File: src/gateway_pkg.sv
/*
   Shared constants of the switch, toggle and serial gateway logic.
   Assumes one 200 MHz system clock and a synchronous active high reset.
*/
package gateway_pkg;
   // Clock and serial link timing.
   localparam int CLK_HZ = 200_000_000;
   localparam int BAUD_RATE = 9600;
   localparam int BIT_CYCLES = CLK_HZ / BAUD_RATE;
   localparam int DATA_BITS = 8;
   localparam int STOP_INDEX = DATA_BITS + 1;
   localparam int SYNC_STAGES = 2;

   // Message framing bytes and payload size of one data set.
   localparam logic [7:0] STX_BYTE = 8'h02;
   localparam logic [7:0] CR_BYTE = 8'h0d;
   localparam logic [7:0] LF_BYTE = 8'h0a;
   localparam logic [2:0] PAYLOAD_BYTES = 3'h4;
   localparam logic [2:0] TX_LAST_INDEX = 3'h6;

   // Switch limits; the fieldbus itself would allow addresses up to 127.
   localparam logic [3:0] DIGIT_MAX = 4'h9;
   localparam logic [7:0] TENS_WEIGHT = 8'h0a;
   localparam logic [3:0] RATE_AUTO = 4'h0;
   localparam logic [3:0] RATE_MAX = 4'h9;
   localparam logic [3:0] DEV_PARAM_RESET = 4'hf;
   localparam logic [31:0] PARAM_DEFAULT = 32'h0000_0000;

   // Bit rate in kBd for switch positions 1 to 9; position 0 is automatic.
   localparam logic [10:0] RATE_KBD [0:9] = '{11'h000, 11'h00a, 11'h014, 11'h032,
      11'h064, 11'h07d, 11'h0fa, 11'h1f4, 11'h320, 11'h3e8};

   // Register offsets.
   localparam logic [7:0] REG_STATUS = 8'h00;
   localparam logic [7:0] REG_CONTROL = 8'h04;
   localparam logic [7:0] REG_OUT_DATA = 8'h08;
   localparam logic [7:0] REG_IN_DATA = 8'h0c;
   localparam logic [7:0] REG_SWITCHES = 8'h10;
   localparam logic [7:0] REG_NET_CFG = 8'h14;
   localparam logic [7:0] REG_PARAM = 8'h18;
   localparam logic [7:0] REG_IRQ_STATUS = 8'h1c;
   localparam logic [7:0] REG_IRQ_MASK = 8'h20;

   // Field positions.
   localparam int ST_NEW_DATA = 0;
   localparam int ST_LINK_OK = 1;
   localparam int ST_TX_BUSY = 2;
   localparam int ST_CFG_READY = 3;
   localparam int ST_IN_LEN = 4;
   localparam int ST_PROFILE = 8;
   localparam int CTRL_SEND = 0;
   localparam int CTRL_SEEN = 1;
   localparam int SW_ADDR = 0;
   localparam int SW_ADDR_OK = 7;
   localparam int SW_RATE = 8;
   localparam int SW_RATE_OK = 12;
   localparam int SW_KBD = 16;
   localparam int SW_DEV = 28;
   localparam int NET_ADDR = 0;
   localparam int NET_RATE = 8;
   localparam int IRQ_NEW_DATA = 0;
   localparam int IRQ_TX_DONE = 1;
   localparam int IRQ_RX_ERROR = 2;
   localparam int IRQ_WIDTH = 3;
endpackage

File: src/switch_sampler.sv
/*
   Synchronises the four rotary switches, captures them once after reset
   and decodes address, bit rate and device type.
   Assumes the switches are asynchronous pins that stay put while running.
*/
`timescale 1ns/100ps
module switch_sampler
   import gateway_pkg::*;
(
   // Clock, reset and enable.
   input wire logic clock_i,
   input wire logic rst_i,
   input wire logic ce_i,
   // Switch pins.
   input wire logic [3:0] addr_ones_switch_i,
   input wire logic [3:0] addr_tens_switch_i,
   input wire logic [3:0] bitrate_switch_i,
   input wire logic [3:0] device_type_switch_i,
   // Decoded settings.
   output logic [6:0] node_addr_o,
   output logic addr_valid_o,
   output logic [3:0] rate_code_o,
   output logic rate_valid_o,
   output logic [10:0] rate_kbd_o,
   output logic [3:0] dev_type_o,
   output logic ready_o
);
   import gateway_pkg::*;

   typedef struct packed {
      logic [15:0] meta;
      logic [15:0] stable;
      logic [1:0] settle;
      logic ready;
      logic [15:0] snap;
   } sampler_state_type;

   sampler_state_type s_reg;
   sampler_state_type s_next;
   logic [7:0] addr_sum;

   ////////////////////////////////////////////////////////////////////////
   // Two stage synchroniser, then one capture once the pipeline is full.
   always_comb
   begin
      s_next = s_reg;
      s_next.meta = {device_type_switch_i, bitrate_switch_i, addr_tens_switch_i,
         addr_ones_switch_i};
      s_next.stable = s_reg.meta;
      if (!s_reg.ready)
      begin
         if (s_reg.settle == 2'(SYNC_STAGES))
         begin
            s_next.snap = s_reg.stable;
            s_next.ready = 1'b1;
         end
         else
         begin
            s_next.settle = s_reg.settle + 2'h1;
         end
      end
   end

   // Synchronous reset; the capture happens only after its release.
   always_ff @(posedge clock_i)
   begin
      if (rst_i)
         s_reg <= '0;
      else if (ce_i)
         s_reg <= s_next;
   end

   ////////////////////////////////////////////////////////////////////////
   // two decimal digits
   assign addr_sum = s_reg.snap[7:4] * TENS_WEIGHT + {4'h0, s_reg.snap[3:0]};
   assign node_addr_o = addr_sum[6:0];
   assign addr_valid_o = (s_reg.snap[3:0] <= DIGIT_MAX) && (s_reg.snap[7:4] <= DIGIT_MAX);
   assign rate_code_o = s_reg.snap[11:8];
   assign rate_valid_o = s_reg.snap[11:8] <= RATE_MAX;
   assign rate_kbd_o = rate_valid_o ? RATE_KBD[s_reg.snap[11:8]] : '0;
   assign dev_type_o = s_reg.snap[15:12];
   assign ready_o = s_reg.ready;
endmodule

File: src/serial_byte_tx.sv
/*
   Serial transmitter, one start bit, eight data bits LSB first, one stop.
   Assumes the feeder holds its byte and valid until ready is seen high.
*/
`timescale 1ns/100ps
module serial_byte_tx
   import gateway_pkg::*;
#(
   parameter int BIT_PERIOD = gateway_pkg::BIT_CYCLES
)
(
   // Clock, reset and enable.
   input wire logic clock_i,
   input wire logic rst_i,
   input wire logic ce_i,
   // Byte handshake.
   input wire logic [7:0] byte_i,
   input wire logic valid_i,
   output logic ready_o,
   // Serial line.
   output logic txd_o
);
   import gateway_pkg::*;

   typedef struct packed {
      logic busy;
      logic [15:0] count;
      logic [3:0] bit_index;
      logic [8:0] shift;
      logic line;
   } tx_state_type;

   tx_state_type s_reg;
   tx_state_type s_next;

   // Reset state holds the line at its idle high level.
   localparam tx_state_type TX_REST = '{busy: 1'b0, count: '0, bit_index: '0, shift: '0,
      line: 1'b1};

   ////////////////////////////////////////////////////////////////////////
   // Line level is registered so the pin comes straight from a flip-flop.
   always_comb
   begin
      s_next = s_reg;
      if (!s_reg.busy)
      begin
         if (valid_i)
         begin
            s_next.busy = 1'b1;
            s_next.count = '0;
            s_next.bit_index = '0;
            s_next.shift = {1'b1, byte_i};
            s_next.line = 1'b0;
         end
      end
      else if (s_reg.count == 16'(BIT_PERIOD - 1))
      begin
         s_next.count = '0;
         if (s_reg.bit_index == 4'(STOP_INDEX))
         begin
            s_next.busy = 1'b0;
         end
         else
         begin
            s_next.line = s_reg.shift[0];
            s_next.shift = {1'b1, s_reg.shift[8:1]};
            s_next.bit_index = s_reg.bit_index + 4'h1;
         end
      end
      else
      begin
         s_next.count = s_reg.count + 16'h0001;
      end
   end

   // State register.
   always_ff @(posedge clock_i)
   begin
      if (rst_i)
         s_reg <= TX_REST;
      else if (ce_i)
         s_reg <= s_next;
   end

   assign ready_o = ~s_reg.busy;
   assign txd_o = s_reg.line;
endmodule

File: src/gateway_switch_config_toggle.sv
/*
   Gateway core: switch configuration, toggle bit handshake with the
   controller, framing of serial messages to and from the attached reader,
   stored parameters and interrupt logic behind a plain register port.
   Assumes received serial bytes arrive from a receiver on this clock as
   one-cycle strobes, and that software drives the register port.
*/
// Local design decisions: the placing of the registers and the address-and-strobe port.
`timescale 1ns/100ps

// Behaviour
// - bit and byte zero are least significant
// - flip new-data toggle per delivered set
// - send toggle change takes output data
// - pass online commands through unchanged
// - address from ones and tens digits
// - decode bit rate switch positions
// - communicate only with matching bit rate; switch position 0 (automatic) links at any controller rate
// - communicate only with matching node address
// - device switch sets profile at start
// - keep parameters downloaded by controller
// - move data sets whole and ordered
// - serial 9600 8N1, STX data CR LF
module gateway_switch_config_toggle
   import gateway_pkg::*;
#(
   parameter int BIT_PERIOD = gateway_pkg::BIT_CYCLES
)
(
   // Clock, reset and enable.
   input wire logic clock_i,
   input wire logic rst_i,
   input wire logic ce_i,
   // Register port.
   input wire logic [7:0] reg_addr_i,
   input wire logic [31:0] reg_wdata_i,
   input wire logic reg_wr_i,
   input wire logic reg_rd_i,
   output logic [31:0] reg_rdata_o,
   // Rotary switch pins.
   input wire logic [3:0] addr_ones_switch_i,
   input wire logic [3:0] addr_tens_switch_i,
   input wire logic [3:0] bitrate_switch_i,
   input wire logic [3:0] device_type_switch_i,
   // Serial side of the attached reader.
   input wire logic [7:0] rx_byte_i,
   input wire logic rx_valid_i,
   output logic txd_o,
   // Fieldbus side indications.
   output logic new_data_toggle_o,
   output logic link_ok_o,
   output logic [6:0] node_addr_o,
   output logic irq_o
);
   import gateway_pkg::*;

   typedef enum logic [1:0] {RX_HUNT, RX_DATA, RX_LF} rx_state_type;
   typedef enum logic {TX_IDLE, TX_SEND} tx_phase_type;

   typedef struct packed {
      logic [31:0] rdata;
      logic send_toggle;
      logic send_seen;
      logic [31:0] out_word;
      logic [31:0] tx_word;
      logic [2:0] tx_index;
      tx_phase_type tx_phase;
      rx_state_type rx_state;
      logic [31:0] rx_buf;
      logic [2:0] rx_count;
      logic rx_overflow;
      logic [31:0] in_word;
      logic [2:0] in_len;
      logic new_data_toggle;
      logic [6:0] net_addr;
      logic [3:0] net_rate;
      logic [31:0] param;
      logic [3:0] profile;
      logic profile_set;
      logic [IRQ_WIDTH-1:0] irq_status;
      logic [IRQ_WIDTH-1:0] irq_mask;
      logic irq;
      logic link_ok;
      logic [6:0] node_addr;
   } gateway_state_type;

   gateway_state_type s_reg;
   gateway_state_type s_next;

   logic [6:0] sw_addr;
   logic sw_addr_ok;
   logic [3:0] sw_rate;
   logic sw_rate_ok;
   logic [10:0] sw_kbd;
   logic [3:0] sw_dev;
   logic sw_ready;
   logic [7:0] tx_byte;
   logic tx_valid;
   logic tx_ready;
   logic link_match;
   logic [IRQ_WIDTH-1:0] irq_event;
   logic [IRQ_WIDTH-1:0] irq_clear;
   logic [31:0] read_value;

   ////////////////////////////////////////////////////////////////////////
   // Switch capture and serial transmitter.
   switch_sampler switches
   (
      .clock_i(clock_i),
      .rst_i(rst_i),
      .ce_i(ce_i),
      .addr_ones_switch_i(addr_ones_switch_i),
      .addr_tens_switch_i(addr_tens_switch_i),
      .bitrate_switch_i(bitrate_switch_i),
      .device_type_switch_i(device_type_switch_i),
      .node_addr_o(sw_addr),
      .addr_valid_o(sw_addr_ok),
      .rate_code_o(sw_rate),
      .rate_valid_o(sw_rate_ok),
      .rate_kbd_o(sw_kbd),
      .dev_type_o(sw_dev),
      .ready_o(sw_ready)
   );

   serial_byte_tx #(.BIT_PERIOD(BIT_PERIOD)) transmitter
   (
      .clock_i(clock_i),
      .rst_i(rst_i),
      .ce_i(ce_i),
      .byte_i(tx_byte),
      .valid_i(tx_valid),
      .ready_o(tx_ready),
      .txd_o(txd_o)
   );

   ////////////////////////////////////////////////////////////////////////
   // Link admission: settings must agree with the controller's view.
   always_comb
   begin
      link_match = sw_ready && sw_addr_ok && sw_rate_ok;
      if (sw_addr != s_reg.net_addr)
         link_match = 1'b0;
      if ((sw_rate != RATE_AUTO) && (sw_rate != s_reg.net_rate))
         link_match = 1'b0;
   end

   ////////////////////////////////////////////////////////////////////////
   // Outgoing frame byte: STX, the four data bytes from byte 0 up, CR, LF.
   always_comb
   begin
      tx_valid = (s_reg.tx_phase == TX_SEND);
      case (s_reg.tx_index)
         3'h0: tx_byte = STX_BYTE;
         3'h5: tx_byte = CR_BYTE;
         3'h6: tx_byte = LF_BYTE;
         default: tx_byte = s_reg.tx_word[{s_reg.tx_index[1:0] - 2'h1, 3'h0} +: 8];
      endcase
   end

   ////////////////////////////////////////////////////////////////////////
   // Register read multiplexer; unmapped offsets read as zero.
   always_comb
   begin
      read_value = '0;
      case (reg_addr_i)
         REG_STATUS:
         begin
            read_value[ST_NEW_DATA] = s_reg.new_data_toggle;
            read_value[ST_LINK_OK] = s_reg.link_ok;
            read_value[ST_TX_BUSY] = (s_reg.tx_phase == TX_SEND);
            read_value[ST_CFG_READY] = sw_ready;
            read_value[ST_IN_LEN +: 3] = s_reg.in_len;
            read_value[ST_PROFILE +: 4] = s_reg.profile;
         end
         REG_CONTROL:
         begin
            read_value[CTRL_SEND] = s_reg.send_toggle;
            read_value[CTRL_SEEN] = s_reg.send_seen;
         end
         REG_OUT_DATA: read_value = s_reg.out_word;
         REG_IN_DATA: read_value = s_reg.in_word;
         REG_SWITCHES:
         begin
            read_value[SW_ADDR +: 7] = sw_addr;
            read_value[SW_ADDR_OK] = sw_addr_ok;
            read_value[SW_RATE +: 4] = sw_rate;
            read_value[SW_RATE_OK] = sw_rate_ok;
            read_value[SW_KBD +: 11] = sw_kbd;
            read_value[SW_DEV +: 4] = sw_dev;
         end
         REG_NET_CFG:
         begin
            read_value[NET_ADDR +: 7] = s_reg.net_addr;
            read_value[NET_RATE +: 4] = s_reg.net_rate;
         end
         REG_PARAM: read_value = s_reg.param;
         REG_IRQ_STATUS: read_value[IRQ_WIDTH-1:0] = s_reg.irq_status;
         REG_IRQ_MASK: read_value[IRQ_WIDTH-1:0] = s_reg.irq_mask;
         default: read_value = '0;
      endcase
   end

   ////////////////////////////////////////////////////////////////////////
   // Next state of the whole block.
   always_comb
   begin
      s_next = s_reg;
      irq_event = '0;
      irq_clear = '0;
      s_next.link_ok = link_match;
      s_next.node_addr = sw_addr;

      // Read data stand for one cycle only, zero otherwise.
      s_next.rdata = reg_rd_i ? read_value : '0;

      // Register writes.
      if (reg_wr_i)
      begin
         case (reg_addr_i)
            REG_CONTROL: s_next.send_toggle = reg_wdata_i[CTRL_SEND];
            REG_OUT_DATA: s_next.out_word = reg_wdata_i;
            REG_NET_CFG:
            begin
               s_next.net_addr = reg_wdata_i[NET_ADDR +: 7];
               s_next.net_rate = reg_wdata_i[NET_RATE +: 4];
            end
            REG_PARAM: s_next.param = reg_wdata_i;
            REG_IRQ_STATUS: irq_clear = reg_wdata_i[IRQ_WIDTH-1:0];
            REG_IRQ_MASK: s_next.irq_mask = reg_wdata_i[IRQ_WIDTH-1:0];
            default: s_next.rdata = s_next.rdata;
         endcase
      end

      // Device profile is fixed once when the switches are first valid;
      // the parameter reset position restores the defaults at that moment.
      if (sw_ready && !s_reg.profile_set)
      begin
         s_next.profile = sw_dev;
         s_next.profile_set = 1'b1;
         if (sw_dev == DEV_PARAM_RESET)
            s_next.param = PARAM_DEFAULT;
      end

      // Transmit sequencer. A toggle that flips twice while a frame is
      // still going out is seen as no change: the controller must wait.
      case (s_reg.tx_phase)
         TX_IDLE:
         begin
            if (s_reg.link_ok && (s_reg.send_toggle != s_reg.send_seen))
            begin
               s_next.send_seen = s_reg.send_toggle;
               s_next.tx_word = s_reg.out_word;
               s_next.tx_index = '0;
               s_next.tx_phase = TX_SEND;
            end
         end
         TX_SEND:
         begin
            if (tx_ready)
            begin
               if (s_reg.tx_index == TX_LAST_INDEX)
               begin
                  s_next.tx_phase = TX_IDLE;
                  irq_event[IRQ_TX_DONE] = 1'b1;
               end
               else
               begin
                  s_next.tx_index = s_reg.tx_index + 3'h1;
               end
            end
         end
         default: s_next.tx_phase = TX_IDLE;
      endcase

      // Receive framer: a set is only delivered whole, never cut short.
      if (rx_valid_i)
      begin
         case (s_reg.rx_state)
            RX_HUNT:
            begin
               if (rx_byte_i == STX_BYTE)
               begin
                  s_next.rx_state = RX_DATA;
                  s_next.rx_count = '0;
                  s_next.rx_overflow = 1'b0;
                  s_next.rx_buf = '0;
               end
            end
            RX_DATA:
            begin
               if (rx_byte_i == CR_BYTE)
               begin
                  s_next.rx_state = RX_LF;
               end
               else if (rx_byte_i == STX_BYTE)
               begin
                  s_next.rx_count = '0;
                  s_next.rx_overflow = 1'b0;
                  s_next.rx_buf = '0;
               end
               else if (s_reg.rx_count == PAYLOAD_BYTES)
               begin
                  s_next.rx_overflow = 1'b1;
               end
               else
               begin
                  // first byte lands in byte 0
                  s_next.rx_buf[{s_reg.rx_count[1:0], 3'h0} +: 8] = rx_byte_i;
                  s_next.rx_count = s_reg.rx_count + 3'h1;
               end
            end
            RX_LF:
            begin
               s_next.rx_state = RX_HUNT;
               if ((rx_byte_i != LF_BYTE) || s_reg.rx_overflow ||
                  (s_reg.rx_count == '0) || !s_reg.link_ok)
               begin
                  irq_event[IRQ_RX_ERROR] = 1'b1;
               end
               else
               begin
                  s_next.in_word = s_reg.rx_buf;
                  s_next.in_len = s_reg.rx_count;
                  s_next.new_data_toggle = ~s_reg.new_data_toggle;
                  irq_event[IRQ_NEW_DATA] = 1'b1;
               end
            end
            default: s_next.rx_state = RX_HUNT;
         endcase
      end

      // Sticky status: a new event wins over a clear in the same cycle.
      s_next.irq_status = (s_reg.irq_status & ~irq_clear) | irq_event;
      s_next.irq = |(s_next.irq_status & s_next.irq_mask);
   end

   ////////////////////////////////////////////////////////////////////////
   // State register; enable low freezes everything.
   always_ff @(posedge clock_i)
   begin
      if (rst_i)
         s_reg <= '0;
      else if (ce_i)
         s_reg <= s_next;
   end

   // Outputs come straight from the state register.
   assign reg_rdata_o = s_reg.rdata;
   assign new_data_toggle_o = s_reg.new_data_toggle;
   assign link_ok_o = s_reg.link_ok;
   assign node_addr_o = s_reg.node_addr;
   assign irq_o = s_reg.irq;
endmodule

File: config.mk
export PLATFORM = sky130hd
export DESIGN_NAME = gateway_switch_config_toggle
export DESIGN_NICKNAME = d
export VERILOG_FILES = /design/src/gateway_pkg.sv /design/src/switch_sampler.sv /design/src/serial_byte_tx.sv /design/src/gateway_switch_config_toggle.sv
export SDC_FILE = /design/constraint.sdc
export NUM_CORES = 1
export LEC_CHECK = 0
export BUFFER_PORTS_ARGS = -buffer_cell sky130_fd_sc_hd__buf_4
export CAP_MARGIN = 20
export CORE_MARGIN = 4
export CORE_UTILIZATION = 51
export CTS_CLUSTER_SIZE = 10
export DETAILED_ROUTE_END_ITERATION = 10
export HOLD_SLACK_MARGIN = 0.05
export PLACE_DENSITY = 0.8
export SYNTH_ARGS = -nofsm -noshare
export SYNTH_HDL_FRONTEND = slang
export SYNTH_HIERARCHICAL = 1
export SYNTH_SLANG_ARGS = --single-unit
File: constraint.sdc
create_clock -name clock_i -period 5.35 [get_ports clock_i]
set_input_delay 1.07 -clock clock_i [delete_from_list [all_inputs] [get_ports clock_i]]
set_output_delay 1.07 -clock clock_i [all_outputs]
set_load 0.01 [all_outputs]
### Yosys cells after proc, flatten, opt, wreduce, memory -nomap -nowiden

Memories as Yosys holds them, arrays and structs flattened.
Index checks and enable logic that the tools add are counted.

* register bits: 321
* bits in read-only memories: 176
* input port bits: 70
* output and inout port bits: 43
* word-level logic and storage cells: 184
* memories kept: 1

* $add $sub $neg: 8
* $mul: 1
* magnitude comparators: 4
* eq/ne operators: 33
* shift operators: 3
* mux-type cells: 57
* bitwise logic cells: 10
* reduce and logical (&&, ||, !) cells: 33

Memory list
* (name not given): words 16, bits a word 11, rd ports 1, clocked after Yosys merged registers in 0, write ports 0, line switch_sampler.sv:80 `assign rate_kbd_o = rate_valid_o ? RATE_KBD[s_reg.snap[11:8]] : '0;`

Operators by type and width (number)
* two-way mux 32 bit: 4
* two-way mux 36 bit: 2
* case mux 36 bit (2 select lines): 1
* two-way mux 31 bit: 2
* case mux 4 bit (6 select lines): 2
* case mux 11 bit (4 select lines): 1
* two-way mux 38 bit: 1
* two-way mux 37 bit: 1
* two-way mux 35 bit: 1
* two-way mux 17 bit: 2
* two-way mux 11 bit: 3
* bitwise mux 32 bit: 1
* equality test 8 x 5 -> 1 bit (second input constant): 4
* variable shift 8 x 7 -> 32 bit (first input constant): 1
* indexed part select 32 x 6 -> 8 bit: 1
* indexed part select 8 x 7 -> 32 bit: 1
* two-way mux 14 bit: 2
* equality test 8 x 4 -> 1 bit (second input constant): 3
* case mux 8 bit (3 select lines): 1
* case mux 2 bit (9 select lines): 1
* AND reduction 3 bit: 6
* adder 16 x 1 -> 16 bit (second input constant): 1
* equality test 16 x 15 -> 1 bit (second input constant): 1
* two-way mux 16 bit: 1
* other kinds (50): 105

### Depth between registers and ports, before layout

* depth after elaboration: 10
* gate-level depth with buffers: 12
* depth with buffers taken out: 11

### Modules after synthesis

Netlist, hierarchy kept.

Modules (own cells, without submodules)
* gateway_switch_config_toggle: instances 1, cells each 1212, area an instance 10621.4 sq um, seq. area each 4784.6 sq um
* switch_sampler: instances 1, cells each 262, area an instance 2397.3 sq um, seq. area each 1021.0 sq um
* serial_byte_tx: instances 1, cells each 216, area an instance 1727.9 sq um, seq. area each 620.6 sq um

### Worst setup path after synthesis

OpenSTA, ideal clock, no wires.

* path type: input port to flip-flop
* start point: in rx_byte_i[6]
* end point: reg s_reg[103] (netlist name)
* library setup time: 117 ps
* arrival: 2556 ps
* required time: 5233 ps
* setup slack: 2678 ps
* stages: 6
* buffers on the path: 1
* cell sequence: or4_4 -> nor3_4 -> nor3b_1 -> and4bb_1 -> buf_6 -> a22o_1

RTL lines
* from (decl): line gateway_switch_config_toggle.sv:46 `input wire logic [7:0] rx_byte_i,`

==> results_dict.tcl <==
set metrics [dict create \
    timing.slew.headroom_pct 30.8 \
    final_common_cell "dfxtp_1" \
    required_ps 5710 \
    clock_skew_ps 14.7 \
    rsz0062_at_grt "false" \
    min_to "reg_rdata_o[7]" \
    hpwlAfterDp_um 27100 \
    cts_sinks 321 \
    path_class "primary input to flip-flop" \
    synth_area_mm2 0.0147 \
    hold_start "reg_rdata_o[7]" \
    min_path_cells 2 \
    r2r_cells 11 \
    final_antenna_net_count 0 \
    r2r-start "switches/s_reg[5]" \
    drt_wl_total_um 38800 \
    drtIter0Drc 1091 \
    fin_crit_sh_pct 62.8 \
    avgSynthCellArea_um2 8.73 \
    place_ws_ps 1530 \
    cts_made_buffers 38 \
    synth-xor-area-share_pct 1.78 \
    setup_viol 0 \
    ys_types 79 \
    dieHeight_um 178 \
    period_minus_slack_ps 3360 \
    clockBufferDepth 3 \
    clk_pin_slew_worst_paths_ps 50 \
    post_route_cells_drive_above_1_share_pct 13.2 \
    reg2reg_to "link_ok_o" \
    nFillCells 2395 \
    vias 12300 \
    status "finished, final reports clean" \
    cts_setup_buffers 0 \
    tightest_slew_ps 1030 \
    synth_adder_area_share_pct 2.56 \
    grtUsageTotal_pct 23.9 \
    io_buffers 112 \
    cts_tree "done" \
    synth_top_family_by_area "simple AND/OR/NAND/NOR gates" \
    initial_core_util_pct 52.4 \
    rows 61 \
    synth_nets 1789 \
    maxCapViolations 0 \
    synthMuxAreaShare_pct 9.26 \
    core-area_mm2 0.0282 \
    clk_latency_ps 520 \
    power_density_mw_per_mm2 299 \
    synthFlopType "dfxtp_1" \
    syn_inst 1690 \
    dieArea_mm2 0.0317 \
    synth_seq_cells 321 \
    pin_count 113 \
    worstPathMaxFanout 18 \
    peakVddDrop_mv 0.223 \
    grt_pass1_wl_um 61500 \
    fmax_ghz 0.297 \
    grt_pass1_vias 11300 \
    yosys.area_share.simple_pct 19.6 \
    grt_overflow_total 0 \
    yosysWarnings 6 \
    cts_hold_buf 0 \
    cts_resized 0 \
    yosysSeqAreaShare_pct 43.6 \
    worst_setup_path_end_kind "flip-flop" \
    setup_slack_ps 1990 \
    start_kind "primary input" \
    area_growth_pct 11.0 \
    synth_compound_area_share_pct 16.2 \
    p_leak_nw 6.35 \
    hold_path.class "flip-flop to flip-flop" \
    clock-root-buffer "clkbuf_16" \
    slew_viol_final 0 \
    async_flop_share_pct 0 \
    routedWlPerCell_um 18.7 \
    fp.dieW_um 178 \
    whs_ps 448 \
    nNetsFinal 1793 \
    gp_congestion 0.942 \
    firstDrtPassIters 6 \
    htree_levels 2 \
    grt_max_degree 90 \
    synth-edff-count 0 \
    largest_reg_flops 196 \
    tns_ps 0 \
    r2r_slack_ps 2520 \
    drc 0 \
    finalHoldViolCount 0 \
    antenna_found_initial 2 \
    layout_common_cells "321 x dfxtp_1, 305 x nand2_1, 156 x nor2_1" \
    via_per_inst 5.89 \
    arrival_ps 3720 \
]
==> power by group <==
part | total [mW] | switching (mW) | internal (mW)
Sequential | 2.43 | 0.0156 | 2.41
Combinational | 0.232 | 0.147 | 0.0846
Clock | 2.24 | 0.930 | 1.31
Total | 4.90 | 1.09 | 3.81
==> kinds of logic after synthesis <==
family | after synthesis
compound gates | 369
xor+xnor | 30
fa+ha+maj | 29
buf+inv | 196
flops | 321
mux | 122
other cells | 1
simple gates | 622
==> area by class of cell <==
cell class / count / area [µm²] / area share, %
Multi-Input combinational cell: 1173 / 7300 / 44.6
Sequential cell: 321 / 6430 / 39.2
Timing Repair Buffer: 130 / 1020 / 6.25
Clock buffer: 44 / 1000 / 6.13
Tap cell: 378 / 473 / 2.89
Inverter: 30 / 113 / 0.688
Clock inverter: 2 / 36.3 / 0.222
Antenna cell: 1 / 2.50 / 0.0153
==> cell usage after synthesis, drive strengths merged (16+ instances only) <==
| master | instances | area [µm²] |
|---|---|---|
| nor3 | 32 | 194 |
| clkbuf | 72 | 270 |
| o21ai | 63 | 323 |
| mux2i | 106 | 1060 |
| nor2 | 158 | 593 |
| a22oi | 25 | 188 |
| buf | 94 | 649 |
| ha | 27 | 338 |
| nand2 | 305 | 1140 |
| a221oi | 22 | 193 |
| xor2 | 16 | 140 |
| a21oi | 158 | 828 |
| dfxtp | 321 | 6430 |
| a22o | 36 | 315 |
| nand4 | 18 | 128 |
| inv | 30 | 113 |
==> metrics by stage <==
stage	instance area, µm²	power (mW)	cells	util, %
after floorplan	14700	2.61	1690	-
after global placement	15300	2.70	2029	54.2
after detailed placement	15300	2.70	2030	54.3
after CTS	16300	4.93	2076	58.0
after global routing	16400	5.06	2079	58.1
final	16400	4.90	2079	58.1
==> routing by layer <==
metal  vias to the layer above  track usage (%)  part of all wire [%]
met5                         -                0                 0.033
met1                      5855             33.0                    43
li1                       5845                -                     -
met3                        79             4.18                   7.4
met2                       471             39.0                    47
met4                         2             6.41                   2.4
==> worst max-delay path by stage <==
| stage | from | end | slack, ps |
|---|---|---|---|
| detailed placement | reg_addr_i[1] | s_reg[175] | 1530 |
| global placement | reg_addr_i[1] | s_reg[173] | 1560 |
| finish | reg_addr_i[1] | s_reg[177] | 1990 |
| floorplan | rx_byte_i[6] | s_reg[103] | 2680 |
| global route | reg_addr_i[1] | s_reg[175] | 1810 |
| CTS | reg_addr_i[1] | s_reg[175] | 2060 |
==> worst max-delay path, cell delays in order <==
cell	delay, ps
buf_4	110
or4_1	840
nor4_4	580
nand3_1	550
buf_4	400
nand2_1	90
a21oi_1	60
Power figures use the tool's default switching activity.
